--- src/hdl/aof_pkg.sv ---
package aof_pkg;

   ////////////////////////////////////////////////////////////////////////////
   // widths and timing
   localparam int          SAMPLE_W       = 12;
   localparam int          LANES_DDR      = 6;
   localparam int          VALUE_W        = 14;
   localparam int          CORE_CLK_NS    = 50;
   localparam int          FCLK_PERIOD_NS = 400;
   localparam int          SAMPLE_CYC     = FCLK_PERIOD_NS / CORE_CLK_NS;
   localparam logic [2:0]  CNT_LAST       = 3'(SAMPLE_CYC - 1);
   localparam logic [2:0]  CNT_TAKE       = 3'(SAMPLE_CYC - 2);
   localparam logic [2:0]  CNT_HALF       = 3'(SAMPLE_CYC / 2);
   localparam logic [2:0]  CNT_ZERO       = 3'h0;

   ////////////////////////////////////////////////////////////////////////////
   // clock control register fields
   localparam int          CC_W           = 4;
   localparam int          CC_DCS_BIT     = 0;
   localparam int          CC_INV_BIT     = 1;
   localparam int          CC_PHASE_LSB   = 2;
   localparam logic [3:0]  CC_RESET       = 4'h0;

   // output mode register fields
   localparam int          OM_W           = 7;
   localparam int          OM_MODE_LSB    = 0;
   localparam int          OM_TERM_BIT    = 2;
   localparam int          OM_DIS_BIT     = 3;
   localparam int          OM_CUR_LSB     = 4;
   localparam logic [6:0]  OM_RESET       = 7'h00;

   // format register fields
   localparam int          FMT_W          = 6;
   localparam int          FMT_TWOS_BIT   = 0;
   localparam int          FMT_RAND_BIT   = 1;
   localparam int          FMT_ABP_BIT    = 2;
   localparam int          FMT_TEST_BIT   = 3;
   localparam int          FMT_PAT_LSB    = 4;
   localparam logic [5:0]  FMT_RESET      = 6'h00;

   ////////////////////////////////////////////////////////////////////////////
   // output modes and test patterns
   localparam logic [1:0]  MODE_FULL_CMOS = 2'h0;
   localparam logic [1:0]  MODE_DDR_CMOS  = 2'h1;
   localparam logic [1:0]  MODE_DDR_LVDS  = 2'h2;
   localparam logic [1:0]  PAT_ONES       = 2'h0;
   localparam logic [1:0]  PAT_ZEROS      = 2'h1;
   localparam logic [1:0]  PAT_ALT        = 2'h2;
   localparam logic [1:0]  PAT_CHECK      = 2'h3;
   localparam logic [12:0] CHECK_A        = 13'h1555;
   localparam logic [12:0] CHECK_B        = 13'h0AAA;
   localparam logic [12:0] ALL_ONES       = 13'h1FFF;
   localparam logic [12:0] ALL_ZEROS      = 13'h0000;

   // coding
   localparam logic signed [13:0] FS_POS  = 14'sh07FF;
   localparam logic signed [13:0] FS_NEG  = 14'sh3800;
   localparam logic [11:0] MID_CODE       = 12'h800;
   localparam logic [11:0] CODE_MAX       = 12'hFFF;
   localparam logic [11:0] CODE_MIN       = 12'h000;
   localparam logic [11:0] ODD_MASK       = 12'hAAA;

   ////////////////////////////////////////////////////////////////////////////
   // lvds drive current in microamps
   localparam logic [15:0] UA_DEFAULT     = 16'h0DAC;
   localparam logic [15:0] TERM_NUM       = 16'h0008;
   localparam logic [15:0] TERM_DEN       = 16'h0005;

   function automatic logic [15:0] lvds_base_ua(input logic [2:0] code);
      case (code)
         3'h1:    lvds_base_ua = 16'h0FA0;
         3'h2:    lvds_base_ua = 16'h1194;
         3'h3:    lvds_base_ua = 16'h0BB8;
         3'h4:    lvds_base_ua = 16'h09C4;
         3'h5:    lvds_base_ua = 16'h0834;
         3'h6:    lvds_base_ua = 16'h06D6;
         default: lvds_base_ua = UA_DEFAULT;
      endcase
   endfunction

   ////////////////////////////////////////////////////////////////////////////
   // capture end registers
   localparam logic [3:0]  RX_CTRL        = 4'h0;
   localparam logic [3:0]  RX_SAMPLE      = 4'h4;
   localparam logic [3:0]  RX_COUNT       = 4'h8;
   localparam int          RXC_MODE_LSB   = 0;
   localparam int          RXC_RAND_BIT   = 2;
   localparam int          RXC_ABP_BIT    = 3;
   localparam int          RXC_INV_BIT    = 4;
   localparam int          RXC_W          = 5;
   localparam logic [4:0]  RXC_RESET      = 5'h00;
   localparam int          RXS_OVF_BIT    = 12;
   localparam int          RXS_VALID_BIT  = 16;

endpackage

--- src/hdl/aof_link_if.sv ---
`timescale 1ns/10ps
`default_nettype none
interface aof_link_if;
   // driven by the converter end, enables low while driving
   logic        fclk_pos_o;
   logic        fclk_neg_o;
   logic [11:0] sample_bits_o;
   logic        overflow_flag_o;
   logic        out_oen;
   // resolved pin levels; the receiving pins are pulled low while the
   // outputs are disabled, so the receiver never reads a stale level
   wire         forwarded_clock_pos;
   wire         forwarded_clock_neg;
   wire  [11:0] sample_bits;
   wire         overflow_flag;

   assign forwarded_clock_pos = out_oen ? 1'b0 : fclk_pos_o;
   assign forwarded_clock_neg = out_oen ? 1'b0 : fclk_neg_o;
   assign sample_bits         = out_oen ? 12'h000 : sample_bits_o;
   assign overflow_flag       = out_oen ? 1'b0 : overflow_flag_o;

   modport adc (
      output fclk_pos_o,
      output fclk_neg_o,
      output sample_bits_o,
      output overflow_flag_o,
      output out_oen
   );
   modport rcv (
      input  forwarded_clock_pos,
      input  forwarded_clock_neg,
      input  sample_bits,
      input  overflow_flag
   );
endinterface
`default_nettype wire

--- src/hdl/aof_formatter.sv ---
`timescale 1ns/10ps
`default_nettype none
module aof_formatter (
   // conversion result
   input  wire logic signed [13:0] sample_value,
   // options
   input  wire logic [5:0]         format_register,
   input  wire logic               alt_phase,
   // formatted word
   output logic [11:0]             word,
   output logic                    overflow
);
   logic       over;
   logic       under;
   logic       abp;
   logic [1:0] pat;

   always_comb begin
      over     = sample_value > aof_pkg::FS_POS;
      under    = sample_value <= aof_pkg::FS_NEG;
      overflow = over | under;
      abp      = format_register[aof_pkg::FMT_ABP_BIT];
      pat      = format_register[aof_pkg::FMT_PAT_LSB +: 2];
      // coding comes first, saturating out of range inputs
      if (over) begin
         word = aof_pkg::CODE_MAX;
      end else if (under) begin
         word = aof_pkg::CODE_MIN;
      end else begin
         word = sample_value[11:0] ^ aof_pkg::MID_CODE;
      end
      // abp forces offset binary
      if (format_register[aof_pkg::FMT_TWOS_BIT] && !abp) begin
         word = word ^ aof_pkg::MID_CODE;
      end
      if (format_register[aof_pkg::FMT_RAND_BIT]) begin
         word[11:1] = word[11:1] ^ {11{word[0]}};
      end
      if (abp) begin
         word = word ^ aof_pkg::ODD_MASK;
      end
      // test patterns override everything above
      if (format_register[aof_pkg::FMT_TEST_BIT]) begin
         case (pat)
            aof_pkg::PAT_ONES:  {overflow, word} = aof_pkg::ALL_ONES;
            aof_pkg::PAT_ZEROS: {overflow, word} = aof_pkg::ALL_ZEROS;
            aof_pkg::PAT_ALT: begin
               {overflow, word} = alt_phase ? aof_pkg::ALL_ZEROS : aof_pkg::ALL_ONES;
            end
            default: begin
               {overflow, word} = alt_phase ? aof_pkg::CHECK_B : aof_pkg::CHECK_A;
            end
         endcase
      end
   end
endmodule
`default_nettype wire

--- src/hdl/aof_adc_end.sv ---
// Notes on behaviour
// - internal termination raises drive current 1.6x
// - overflow high above or at/below limits
// - overflow has same latency as data
// - full rate: data changes on clock fall
// - ddr modes: data changes on both edges
// - clock delayed 0, 45, 90, 135 degrees
// - phase shift needs duty stabilizer enabled
// - invert bit flips both forwarded clocks
// - offset binary default, twos when selected
// - 12-bit codes, saturate at range ends
// - randomizer xors upper bits with bit 0
// - receiver xors upper bits with bit 0
// - alternate polarity inverts odd data bits
// - receiver re-inverts odd bits
// - randomizer and alternate polarity independent
// - alternate polarity forces offset binary
// - four test patterns on all outputs
// - test pattern bypasses all other formatting
// - output disable floats every output
// - disable only for long idle periods
// - ddr puts two bits on six lines
// - stabilizer by register or chip select
//
// Strobed register access and the register addresses are this design's own decisions.
`timescale 1ns/10ps
`default_nettype none
module aof_adc_end (
   // clock and reset
   input  wire logic               core_clk,
   input  wire logic               nrst,
   // conversion results
   input  wire logic signed [13:0] sample_value,
   output logic                    sample_take,
   // mode registers
   input  wire logic [3:0]         clock_control_register,
   input  wire logic [6:0]         output_mode_register,
   input  wire logic [5:0]         format_register,
   // parallel programming pins
   input  wire logic               par_mode_pin,
   input  wire logic               cs_pin,
   input  wire logic               sck_pin,
   // analog side controls
   output logic                    dcs_enable,
   output logic                    term_enable,
   output logic [15:0]             lvds_drive_ua,
   // link
   aof_link_if.adc                 link
);

   ////////////////////////////////////////////////////////////////////////////
   // pin synchronisers

   logic [2:0] pin_s1_q;
   logic [2:0] pin_s2_q;

   always_ff @(posedge core_clk or negedge nrst) begin
      if (!nrst) begin
         pin_s1_q <= 3'h0;
         pin_s2_q <= 3'h0;
      end else begin
         pin_s1_q <= {sck_pin, cs_pin, par_mode_pin};
         pin_s2_q <= pin_s1_q;
      end
   end

   ////////////////////////////////////////////////////////////////////////////
   // formatting

   logic [11:0] fmt_word;
   logic        fmt_ovf;
   logic        alt_q;
   logic        alt_d;

   aof_formatter u_fmt (
      .sample_value    (sample_value),
      .format_register (format_register),
      .alt_phase       (alt_q),
      .word            (fmt_word),
      .overflow        (fmt_ovf)
   );

   // picks one bit of each pair for the six ddr lanes
   function automatic logic [11:0] ddr_half(input logic [11:0] w, input logic odd);
      logic [11:0] r;
      r = 12'h000;
      for (int k = 0; k < aof_pkg::LANES_DDR; k++) begin
         r[k] = w[2*k + int'(odd)];
      end
      ddr_half = r;
   endfunction

   ////////////////////////////////////////////////////////////////////////////
   // sample timing and output word

   logic [2:0]  cnt_q;
   logic [2:0]  cnt_d;
   logic [11:0] word_q;
   logic [11:0] word_d;
   logic        wovf_q;
   logic        wovf_d;
   logic [11:0] bits_q;
   logic [11:0] bits_d;
   logic        ovf_q;
   logic        ovf_d;
   logic        fclk_q;
   logic        fclk_d;
   logic        oen_q;
   logic        oen_d;
   logic [1:0]  mode;
   logic        ddr;
   logic [2:0]  shift;
   logic [2:0]  phase;
   logic        inv;

   always_comb begin
      if (pin_s2_q[0]) begin
         mode = pin_s2_q[2] ? aof_pkg::MODE_DDR_LVDS : aof_pkg::MODE_FULL_CMOS;
      end else begin
         mode = output_mode_register[aof_pkg::OM_MODE_LSB +: 2];
      end
      ddr = (mode == aof_pkg::MODE_DDR_CMOS) || (mode == aof_pkg::MODE_DDR_LVDS);
      cnt_d = (cnt_q == aof_pkg::CNT_LAST) ? aof_pkg::CNT_ZERO : cnt_q + 3'h1;
      sample_take = (cnt_q == aof_pkg::CNT_TAKE);
      word_d = word_q;
      wovf_d = wovf_q;
      alt_d  = alt_q;
      // overflow stays paired with the word it came with
      if (sample_take) begin
         word_d = fmt_word;
         wovf_d = fmt_ovf;
         alt_d  = ~alt_q;
      end
      bits_d = bits_q;
      ovf_d  = ovf_q;
      if (cnt_d == aof_pkg::CNT_ZERO) begin
         ovf_d  = wovf_q;
         bits_d = ddr ? ddr_half(word_q, 1'b0) : word_q;
      end else if (ddr && (cnt_d == aof_pkg::CNT_HALF)) begin
         bits_d = ddr_half(word_q, 1'b1);
      end
      // without the stabilizer the shifted clock is not usable, so no shift
      shift = dcs_enable ? {1'b0, clock_control_register[aof_pkg::CC_PHASE_LSB +: 2]}
                         : 3'h0;
      inv   = clock_control_register[aof_pkg::CC_INV_BIT];
      // one core cycle is 45 degrees of the forwarded clock
      phase = cnt_d - shift - (inv ? aof_pkg::CNT_HALF : 3'h0);
      fclk_d = phase[2];
      oen_d = output_mode_register[aof_pkg::OM_DIS_BIT];
   end

   always_ff @(posedge core_clk or negedge nrst) begin
      if (!nrst) begin
         cnt_q  <= 3'h0;
         word_q <= 12'h000;
         wovf_q <= 1'b0;
         alt_q  <= 1'b0;
         bits_q <= 12'h000;
         ovf_q  <= 1'b0;
         fclk_q <= 1'b0;
         oen_q  <= 1'b1;
      end else begin
         cnt_q  <= cnt_d;
         word_q <= word_d;
         wovf_q <= wovf_d;
         alt_q  <= alt_d;
         bits_q <= bits_d;
         ovf_q  <= ovf_d;
         fclk_q <= fclk_d;
         oen_q  <= oen_d;
      end
   end

   assign link.fclk_pos_o      = fclk_q;
   assign link.fclk_neg_o      = ~fclk_q;
   assign link.sample_bits_o   = bits_q;
   assign link.overflow_flag_o = ovf_q;
   assign link.out_oen         = oen_q;

   ////////////////////////////////////////////////////////////////////////////
   // analog side controls

   logic        dcs_q;
   logic        dcs_d;
   logic        term_q;
   logic        term_d;
   logic [15:0] ua_q;
   logic [15:0] ua_d;
   logic [15:0] base_ua;

   always_comb begin
      // parallel programming takes the stabilizer from chip select
      dcs_d = pin_s2_q[0] ? pin_s2_q[1]
                          : clock_control_register[aof_pkg::CC_DCS_BIT];
      term_d  = output_mode_register[aof_pkg::OM_TERM_BIT] && !pin_s2_q[0];
      base_ua = pin_s2_q[0] ? aof_pkg::UA_DEFAULT
                            : aof_pkg::lvds_base_ua(output_mode_register[aof_pkg::OM_CUR_LSB +: 3]);
      ua_d = term_d ? (base_ua * aof_pkg::TERM_NUM) / aof_pkg::TERM_DEN
                    : base_ua;
   end

   always_ff @(posedge core_clk or negedge nrst) begin
      if (!nrst) begin
         dcs_q  <= 1'b0;
         term_q <= 1'b0;
         ua_q   <= aof_pkg::UA_DEFAULT;
      end else begin
         dcs_q  <= dcs_d;
         term_q <= term_d;
         ua_q   <= ua_d;
      end
   end

   assign dcs_enable    = dcs_q;
   assign term_enable   = term_q;
   assign lvds_drive_ua = ua_q;

endmodule
`default_nettype wire

--- src/flat_wrapper.sv ---
// flat-port wrapper written by rule: the top's interface ports become plain ports
module aof_adc_end_flat 
  (core_clk, nrst, sample_value, sample_take, clock_control_register, output_mode_register, format_register, par_mode_pin, cs_pin, sck_pin, dcs_enable, term_enable, lvds_drive_ua, link_fclk_pos_o, link_fclk_neg_o, link_sample_bits_o, link_overflow_flag_o, link_out_oen);
  aof_link_if link_i ();
  input  wire logic core_clk;
  input  wire logic nrst;
  input  wire logic signed [13:0] sample_value;
  output logic sample_take;
  input  wire logic [3:0] clock_control_register;
  input  wire logic [6:0] output_mode_register;
  input  wire logic [5:0] format_register;
  input  wire logic par_mode_pin;
  input  wire logic cs_pin;
  input  wire logic sck_pin;
  output logic dcs_enable;
  output logic term_enable;
  output logic [15:0] lvds_drive_ua;
  output wire logic [$bits(link_i.fclk_pos_o)-1:0] link_fclk_pos_o;
  output wire logic [$bits(link_i.fclk_neg_o)-1:0] link_fclk_neg_o;
  output wire logic [$bits(link_i.sample_bits_o)-1:0] link_sample_bits_o;
  output wire logic [$bits(link_i.overflow_flag_o)-1:0] link_overflow_flag_o;
  output wire logic [$bits(link_i.out_oen)-1:0] link_out_oen;
  assign link_fclk_pos_o = link_i.fclk_pos_o;
  assign link_fclk_neg_o = link_i.fclk_neg_o;
  assign link_sample_bits_o = link_i.sample_bits_o;
  assign link_overflow_flag_o = link_i.overflow_flag_o;
  assign link_out_oen = link_i.out_oen;
  aof_adc_end u_core (.core_clk(core_clk), .nrst(nrst), .sample_value(sample_value), .sample_take(sample_take), .clock_control_register(clock_control_register), .output_mode_register(output_mode_register), .format_register(format_register), .par_mode_pin(par_mode_pin), .cs_pin(cs_pin), .sck_pin(sck_pin), .dcs_enable(dcs_enable), .term_enable(term_enable), .lvds_drive_ua(lvds_drive_ua), .link(link_i));
endmodule
--- config.mk ---
export PLATFORM = sky130hd
export DESIGN_NAME = aof_adc_end_flat
export DESIGN_NICKNAME = d
export VERILOG_FILES = /design/src/hdl/aof_pkg.sv /design/src/hdl/aof_link_if.sv /design/src/hdl/aof_formatter.sv /design/src/hdl/aof_adc_end.sv /design/src/flat_wrapper.sv
export SDC_FILE = /design/constraint.sdc
export NUM_CORES = 1
export LEC_CHECK = 0
export BUFFER_PORTS_ARGS = -buffer_cell sky130_fd_sc_hd__buf_2
export CAP_MARGIN = 20
export CORE_MARGIN = 2
export CORE_UTILIZATION = 50
export CTS_CLUSTER_SIZE = 16
export DETAILED_ROUTE_END_ITERATION = 7
export PLACE_DENSITY = 0.8
export SLEW_MARGIN = 20
export SYNTH_ARGS = -nofsm -noshare
export SYNTH_HDL_FRONTEND = slang
export SYNTH_SLANG_ARGS = --single-unit
--- constraint.sdc ---
create_clock -name core_clk -period 5.72 [get_ports core_clk]
set_input_delay 0.572 -clock core_clk [delete_from_list [all_inputs] [get_ports core_clk]]
set_output_delay 0.572 -clock core_clk [all_outputs]
set_load 0.01 [all_outputs]
Yosys cells after proc, flatten, opt, wreduce, memory -nomap -nowiden
Index checks and enable logic that the tools add are counted.
Word-level totals
  logic and storage cells: 71
  bits of input ports: 36
  output and inout bits: 35
  bits in registers: 56
Operators by class
  add/subtract/negate cells: 3
  equality and inequality tests: 13
  bitwise operators: 7
  mux-type cells: 23
  reduce and logical (&&, ||, !) cells: 9
  magnitude comparators: 2
  divide/modulo/power cells: 1
Operator list (number)
  2-to-1 mux 12 bit: 8
  one-hot mux 13 bit (6 select lines): 1
  2-to-1 mux 13 bit: 3
  one-hot mux 12 bit (3 select lines): 1
  equality test 3 bit (second input constant): 6
  divider 16 x 3 -> 16 bit (second input constant): 1
  2-to-1 mux 16 bit: 1
  greater-than comparator 14 x 12 -> 1 bit (second input constant): 1
  <= comparator 14 x 12 -> 1 bit (second input constant): 1
  2-to-1 mux 11 bit: 1
  XOR 11 bit: 1
  equality test 3 x 2 -> 1 bit (second input constant): 2
  2-to-1 mux 2 bit: 3
  2-to-1 mux 3 bit: 2
  inverter 6 bit: 1
  subtractor 3 bit: 2
  equality test 2 x 1 -> 1 bit (second input constant): 2
  equality test 2 bit (second input constant): 2
  inverter 1 bit: 4
  adder 3 x 1 -> 3 bit (second input constant): 1
  equality test 3 x 1 -> 1 bit (second input constant): 1
  logical AND 1 bit: 3
  zero test 3 bit: 1
  one-hot mux 1 bit (3 select lines): 1
  6 further kinds: 8

Logic depth before layout (Yosys ltp)
Gate-level depths: netlist (run 1).
  depth in word-level cells: 10
  mapped depth: 20
  gate-level depth less buffers: 18

Modules after synthesis
Synthesis (run 1) repeated with hierarchy kept, for this count alone.
Unflattened totals
  cells, all modules: 310
  area total of the unflattened synthesis: 3131.8 sq um
Modules (own cells, without submodules)
  aof_adc_end: area each 2566.2 sq um, sequential area each 1361.3 sq um, cells an instance 223, times used 1
  aof_formatter: area each 565.5 sq um, sequential area each 0.0 sq um, cells an instance 87, times used 1

Worst setup path before layout (run 1)
No wires, ideal clock.
  kind: input to register
  start point: in output_mode_register[6]
  end point: reg u_core.ua_q[0], in the netlist u_core.lvds_drive_ua[0]
  data required time: 5624 ps
  cell stages on the path: 20
  library setup time: 96 ps
  slack: 1316 ps
  arrival: 4308 ps
  buffers on the path: 2
  cells stage by stage: buf_2 nor3b_2 inv_1 ha_1 clkbuf_1 a21boi_0 nor3_1 a21oi_2 inv_1 ha_1 or4b_1 mux2i_1 a211oi_2 a41oi_2 a21o_4 ha_1 o311a_1 nand3_1 and4_4 a311oi_2
Between the ends
  cells in the longest elaborated chain, start to end: 5
  elaborated cells on any way between the ends: 10
  classes of those cells: div (1); eq/ne (6); mux (3)
Ends and longest elaborated chain
  start: declaration: RTL line flat_wrapper.sv:10  | input wire logic [6:0] output_mode_register;
  equality test 3 bit (tied with other cells): RTL line aof_pkg.sv:70  | case (code)
  one-hot mux 13 bit (6 select lines) (*): RTL line aof_pkg.sv:70
  2-to-1 mux 13 bit (*): RTL line aof_adc_end.sv:196  | base_ua = pin_s2_q[0] ? aof_pkg::UA_DEFAULT
  divider 16 x 3 -> 16 bit (*): RTL line aof_adc_end.sv:198  | ua_d = term_d ? (base_ua * aof_pkg::TERM_NUM) / aof_pkg::TERM_DEN
  2-to-1 mux 16 bit (*): RTL line aof_adc_end.sv:198
  via u_core.ua_d[0]: RTL line aof_adc_end.sv:188  | logic [15:0] ua_d;
  end signal: assignment: RTL line aof_adc_end.sv:206  | ua_q <= aof_pkg::UA_DEFAULT;
  end signal: assignment: RTL line aof_adc_end.sv:210  | ua_q <= ua_d;
  end: declaration: RTL line aof_adc_end.sv:187  | logic [15:0] ua_q;
The timed path passes the listed nets; every way through them passes the cells marked *.
A chain may end at the register's enable or synchronous reset.

Worst setup path in the final report (run 1)
  start point: reg u_core.pin_s2_q[0]
  end point: reg u_core.ua_q[0], in the netlist u_core.lvds_drive_ua[0]
Between the ends
  cells in the longest elaborated chain, start to end: 3
  elaborated cells on any way between the ends: 5
  classes of those cells: div (1); mux (2); reduce/logical (2)
Ends and longest elaborated chain
  start: declaration: RTL line aof_adc_end.sv:55  | logic [2:0] pin_s2_q;
  start signal: assignment: RTL line aof_adc_end.sv:63  | pin_s2_q <= pin_s1_q;
  2-to-1 mux 13 bit / zero test 1 bit (equally long branches): RTL line aof_adc_end.sv:196, aof_adc_end.sv:195
  divider 16 x 3 -> 16 bit / logical AND 1 bit (equally long branches): RTL line aof_adc_end.sv:198, aof_adc_end.sv:195
  2-to-1 mux 16 bit (*): RTL line aof_adc_end.sv:198
  via u_core.ua_d[0]: RTL line aof_adc_end.sv:188
Marked as above.

==> out/qor.txt, run 1 <==
status - finished clean
Reg-to-Reg End - u_core.lvds_drive_ua[0]$_DFF_PN0_
effective utilization at floorplan - 0.5210
fillers - 523
Cell variety after synth - 59
Setup CP Type - reg2reg
# port buffers - 68
minimum clock period - 4893 ps
Max-Cap Viols - 0
Startpoint Class - register
root buffer cell - clkbuf_8
vias - 2504
largest family of logic cells by synthesized area - compound AO/OA/AOI/OAI gates
Fin Setup TNS - 0 ps
largest net degree at the start of global routing - 55
Slew HR - 0.3432
wire per inst - 14.10 um
area taken by multi-input logic gates - 1580 sq um
Placed Cells - 448
commonest non-fill, non-tap cell in the layout - buf_2
first-pass GRT wire length - 10.54 mm
area fraction in compound gates after synthesis - 0.2242
dpl hpwl - 4.883 mm
reg2reg path depth - 18
Worst R2R Setup Slack - 830 ps
Sequential Area - 1361 sq um
Leak - 1.610 nW
drt first-iter violations - 122
Die Height - 82.78 um
FF-to-FF Start - u_core.pin_s2_q[0]$_DFF_PN0_
Critical Path RT - 5930 ps
GRT Total Usage - 0.1979
Seq cells post-synth - 54
number of flops mapped to enable cells by yosys - 0
hold depth - 0
Rows - 28
Finished Layout Cells - 456
Yosys top cell by area - dfrtp_1
Num CTS Buffers - 5
Core Region - 5956 sq um
clk slew on worst S/H paths - 90 ps
Max FO, Critical Path - 17
die area - 6852 sq um
skew final - 4.694 ps
Slew @ Worst Pin - 978.6 ps
number of global-route vias before repair - 2262
final net count - 427
Hold Vio Cnt, Final - 0
WL final - 6.428 mm
gr ovfl total - 0
YS warnings - 0
Critical Path AT - 5100 ps
post-CTS setup repair buffer count - 0
Mapped Area - 3103 sq um
TritonRoute pass-1 iters - 4
area grow syn2layout - 15.04%
DRT antenna net count - 0
post-synthesis mux area share - 0.02863
Final GP Congestion - 0.8757
Peak VDD IR - 0.1578 mV
Synth top area share - 0.3710
simple-gate portion of the synthesized area - 0.1496
RSZ-0062 raised after global routing - false
fmax - 0.2044 GHz
initial antenna violation count - 0
CTS Sinks - 54
worst skew pair latency - 300 ps
DRC - 0
vias per cell - 5.491
Worst setup EP type - register
ys flop type - dfrtp_1
Pwr Density - 247.2 nW/um^2
top area cells in the synthesized netlist - dfrtp_1 (37%), dfstp_2 (6.8%), xnor2_1 (4.8%)
Max Root-Sink Buffers - 2
I/O pins - 71
CTS Hold Bufs - 0
setup violators final - 0
depth of the CTS H-tree - 2
Die Width - 82.78 um
Syn Area/Cell - 9.667 sq um
Synth async-reset ratio - 1.000
antenna fix cells - 0
WHS Endpoint - u_core.pin_s2_q[2]$_DFF_PN0_
share of post-route cells with drive strength above 1 - 0.2730
Synth Area in Adders - 0.04435
xor/xnor share of the synthesized area - 0.05645
# resized after CTS - 0
Slew Limit Fails - 0
register area share after synthesis - 0.4387
min-delay src - u_core.pin_s1_q[2]$_DFF_PN0_
TritonCTS clock tree - yes
crit share post-route - 0.8554
Mapped Cells - 321
commonest non-fill, non-tap cells in the layout - buf_2 (68), dfrtp_1 (46), nor2_1 (24)
Worst Hold Class - reg2reg
metrics by stage:
stage | util | setup WS, ps | area, sq um | hold slack (ps) | total power, mW
floorplan | - | 1316 | 3114 | 276.4 | 0.5729
global placement | 0.5809 | 979.6 | 3460 | 332.7 | 0.6318
detailed placement | 0.5809 | 755.4 | 3460 | 334.7 | 0.6392
CTS | 0.5994 | 905.0 | 3570 | 345.3 | 0.8898
global route | 0.5994 | 518.6 | 3570 | 333.5 | 0.9282
finish | 0.5994 | 827.1 | 3570 | 354.4 | 0.8825
routing by layer:
layer,routed length (um),track usage
met1,3212,0.2922
met2,2875,0.3016
met3,258,0.02489
met4,81,0.06393
met5,0,0
power breakdown:
| group | internal, mW | total (mW) | switching [mW] | leakage (nW) |
|---|---|---|---|---|
| Sequential | 0.416 | 0.438 | 0.0220 | 0.657 |
| Combinational | 0.0896 | 0.194 | 0.104 | 0.901 |
| Clock | 0.131 | 0.251 | 0.120 | 0.0514 |
| Total | 0.637 | 0.882 | 0.246 | 1.61 |
kinds of logic after synthesis:
kind of cell / after synthesis
AOI/OAI and AO/OA: 103
xor gates and xnor gates: 20
adders and majority gates: 11
buffers and inverters: 36
DFF: 54
muxes: 8
other: 2
and+or+nand+nor: 87
Yosys cell counts, types with 7 or more instances:
| cell | number |
|---|---|
| dfstp_2 | 8 |
| ha_1 | 11 |
| nand2b_1 | 7 |
| dfrtp_1 | 46 |
| o21ai_0 | 23 |
| clkbuf_1 | 15 |
| nand3_1 | 8 |
| o21a_1 | 8 |
| or3_1 | 7 |
| nor2_1 | 24 |
| inv_1 | 14 |
| a21oi_1 | 21 |
| nand2_1 | 16 |
| mux2_2 | 7 |
| nor3_1 | 7 |
| o22ai_1 | 14 |
| xnor2_1 | 17 |
critical path, stage by stage (launching register included):
cell	delay [ps]
dfrtp_1	590
nor3b_2	490
inv_1	170
ha_1	460
a21boi_0	290
nor3_1	90
a21oi_2	250
inv_1	80
ha_1	240
or4b_1	180
mux2i_1	70
a211oi_2	320
a41oi_2	210
a21o_4	240
ha_1	330
o311a_1	200
nand3_1	130
and4_4	220
a311oi_2	230
worst max-delay path by stage:
stage	startpoint	to	slack [ps]	depth (start not counted)
global route	u_core.pin_s2_q[0]$_DFF_PN0_	u_core.lvds_drive_ua[0]$_DFF_PN0_	520	18
CTS	u_core.pin_s2_q[0]$_DFF_PN0_	u_core.lvds_drive_ua[0]$_DFF_PN0_	900	18
global placement	output_mode_register[4]	u_core.lvds_drive_ua[0]$_DFF_PN0_	980	19
finish	u_core.pin_s2_q[0]$_DFF_PN0_	u_core.lvds_drive_ua[0]$_DFF_PN0_	830	18
floorplan	output_mode_register[6]	u_core.lvds_drive_ua[0]$_DFF_PN0_	1320	20
detailed placement	output_mode_register[4]	u_core.lvds_drive_ua[0]$_DFF_PN0_	760	19
registers in the layout, indices dropped and copies added (netlist names):
register and cells:
u_core.lvds_drive_ua 14, u_core.link.sample_bits_o 12, u_core.word_q 12, u_core.cnt_q 3, u_core.pin_s1_q 3, u_core.pin_s2_q 3
u_core.alt_q 1, u_core.dcs_enable 1, u_core.link.fclk_pos_o 1, u_core.link.out_oen 1, u_core.link.overflow_flag_o 1, u_core.term_enable 1
u_core.wovf_q 1
final cells by class:
| cell class | count | share of cell area |
|---|---|---|
| multi-input cells | 234 | 0.4427 |
| well taps | 75 | 0.02629 |
| inverters | 15 | 0.01928 |
| clock inverters | 2 | 0.01052 |
| flip-flops and latches | 54 | 0.3814 |
| repair buffers | 70 | 0.09954 |
| clock buffers | 6 | 0.02033 |
(Power assumes the default switching activity.)
==> inputs of run 2 (changes only) <==
- CORE_UTILIZATION: 50 -> 54
- PLACE_DENSITY: 0.8 -> 0.85
==> out/qor.txt, run 2 (synthesized netlist as in run 1, its figures left out) <==
TritonCTS clock tree - yes
CTS Hold Bufs - 0
Fin Setup TNS - 0 ps
number of global-route vias before repair - 2514
Peak VDD IR - 0.1647 mV
Finished Layout Cells - 453
Worst Hold Margin - 106.0 ps
area taken by multi-input logic gates - 1580 sq um
largest net degree at the start of global routing - 45
Core Region - 5540 sq um
DRC - 0
# resized after CTS - 0
TritonRoute pass-1 iters - 4
commonest non-fill, non-tap cells in the layout - buf_2 (68), dfrtp_1 (46), nor2_1 (24)
Num CTS Buffers - 5
area grow syn2layout - 14.44%
Die Height - 79.81 um
post-CTS setup repair buffer count - 0
setup violators final - 0
vias per cell - 5.711
Critical Path AT - 5150 ps
antenna fix cells - 0
I/O pins - 71
first-pass GRT wire length - 11.32 mm
Slew Limit Fails - 0
share of post-route cells with drive strength above 1 - 0.2756
minimum clock period - 4925 ps
clk slew on worst S/H paths - 100 ps
dpl hpwl - 5.059 mm
Slew @ Worst Pin - 992.9 ps
root buffer cell - clkbuf_8
Sequential Area - 1361 sq um
Setup CP Type - reg2reg
Util after Layout - 0.6409
CTS Sinks - 54
Max FO, Critical Path - 17
status - finished clean
Max Root-Sink Buffers - 2
gr ovfl total - 0
Leak - 1.606 nW
# port buffers - 68
Critical Path RT - 5940 ps
Rows - 27
Slew HR - 0.3337
vias - 2587
drt first-iter violations - 128
depth of the CTS H-tree - 2
fillers - 477
Max-Cap Viols - 0
skew final - 8.709 ps
crit share post-route - 0.8610
die area - 6369 sq um
WL final - 6.734 mm
Largest register FFs - 14
wire per inst - 14.87 um
fmax - 0.2030 GHz
Die Width - 79.81 um
Hold Vio Cnt, Final - 0
worst skew pair latency - 310 ps
dpl cell area - 3456 sq um
post-layout instance area - 3551 sq um
Worst Hold Class - in2async
final net count - 427
Final GP Congestion - 0.8307
effective utilization at floorplan - 0.5601
GRT Total Usage - 0.2245
Worst setup EP type - register
commonest non-fill, non-tap cell in the layout - buf_2
RSZ-0062 raised after global routing - false
Pwr Density - 239.8 nW/um^2
Startpoint Class - register
Placed Cells - 445
initial antenna violation count - 0
DRT antenna net count - 0
## run 2: worst paths after layout
path	start	end	slack, ps	cells after the start
setup / recovery	u_core.pin_s2_q[0]$_DFF_PN0_	u_core.lvds_drive_ua[0]$_DFF_PN0_	800	18
hold / removal	nrst	u_core.link.sample_bits_o[8]$_DFFE_PN0P_	110	1
setup reg to reg	u_core.pin_s2_q[0]$_DFF_PN0_	u_core.lvds_drive_ua[0]$_DFF_PN0_	800	18
hold reg to reg	u_core.pin_s1_q[1]$_DFF_PN0_	u_core.pin_s2_q[1]$_DFF_PN0_	360	0
max in group asynchronous	nrst	u_core.lvds_drive_ua[3]$_DFF_PN1_	4820	2
min in group core_clk	output_mode_register[3]	u_core.link.out_oen$_DFF_PN1_	360	1
## run 2: layer usage
metal / wire length, um / vias up / GRT usage
li1: - / 1264 / -
met1: 2759 / 1239 / 0.2607
met2: 3456 / 70 / 0.3950
met3: 390 / 14 / 0.06561
met4: 127 / 0 / 0.07627
met5: 0 / - / 0
## run 2: stage by stage
| stage | worst slack, ps | power [mW] |
|---|---|---|
| final | 795.0 | 0.8515 |
| after global routing | 373.5 | 0.9025 |
| after floorplan | 1316 | 0.5729 |
| after global placement | 1043 | 0.6303 |
| after CTS | 791.1 | 0.8614 |
| after detailed placement | 768.8 | 0.6400 |
## run 2: where the power goes
part	leakage [nW]	switching, mW	internal [mW]
clock network	0.0472	0.121	0.0974
registers	0.657	0.0231	0.416
logic	0.901	0.104	0.0895
## run 2: area by class of cell
class	instances	area share
repair buffers	70	0.1001
well taps	72	0.02537
clock inverters	2	0.003524
clock buffers	6	0.02326
multi-input cells	234	0.4450
inverters	15	0.01938
flip-flops and latches	54	0.3834
## run 2: worst max-delay path: stages, from the launching register on
cell	delay [ps]
dfrtp_1	590
nor3b_2	470
inv_1	180
ha_1	460
a21boi_0	320
nor3_1	130
a21oi_2	280
inv_1	80
ha_1	230
or4b_1	180
mux2i_1	70
a211oi_2	300
a41oi_2	210
a21o_4	250
ha_1	330
o311a_1	190
nand3_1	130
and4_4	220
a311oi_2	230
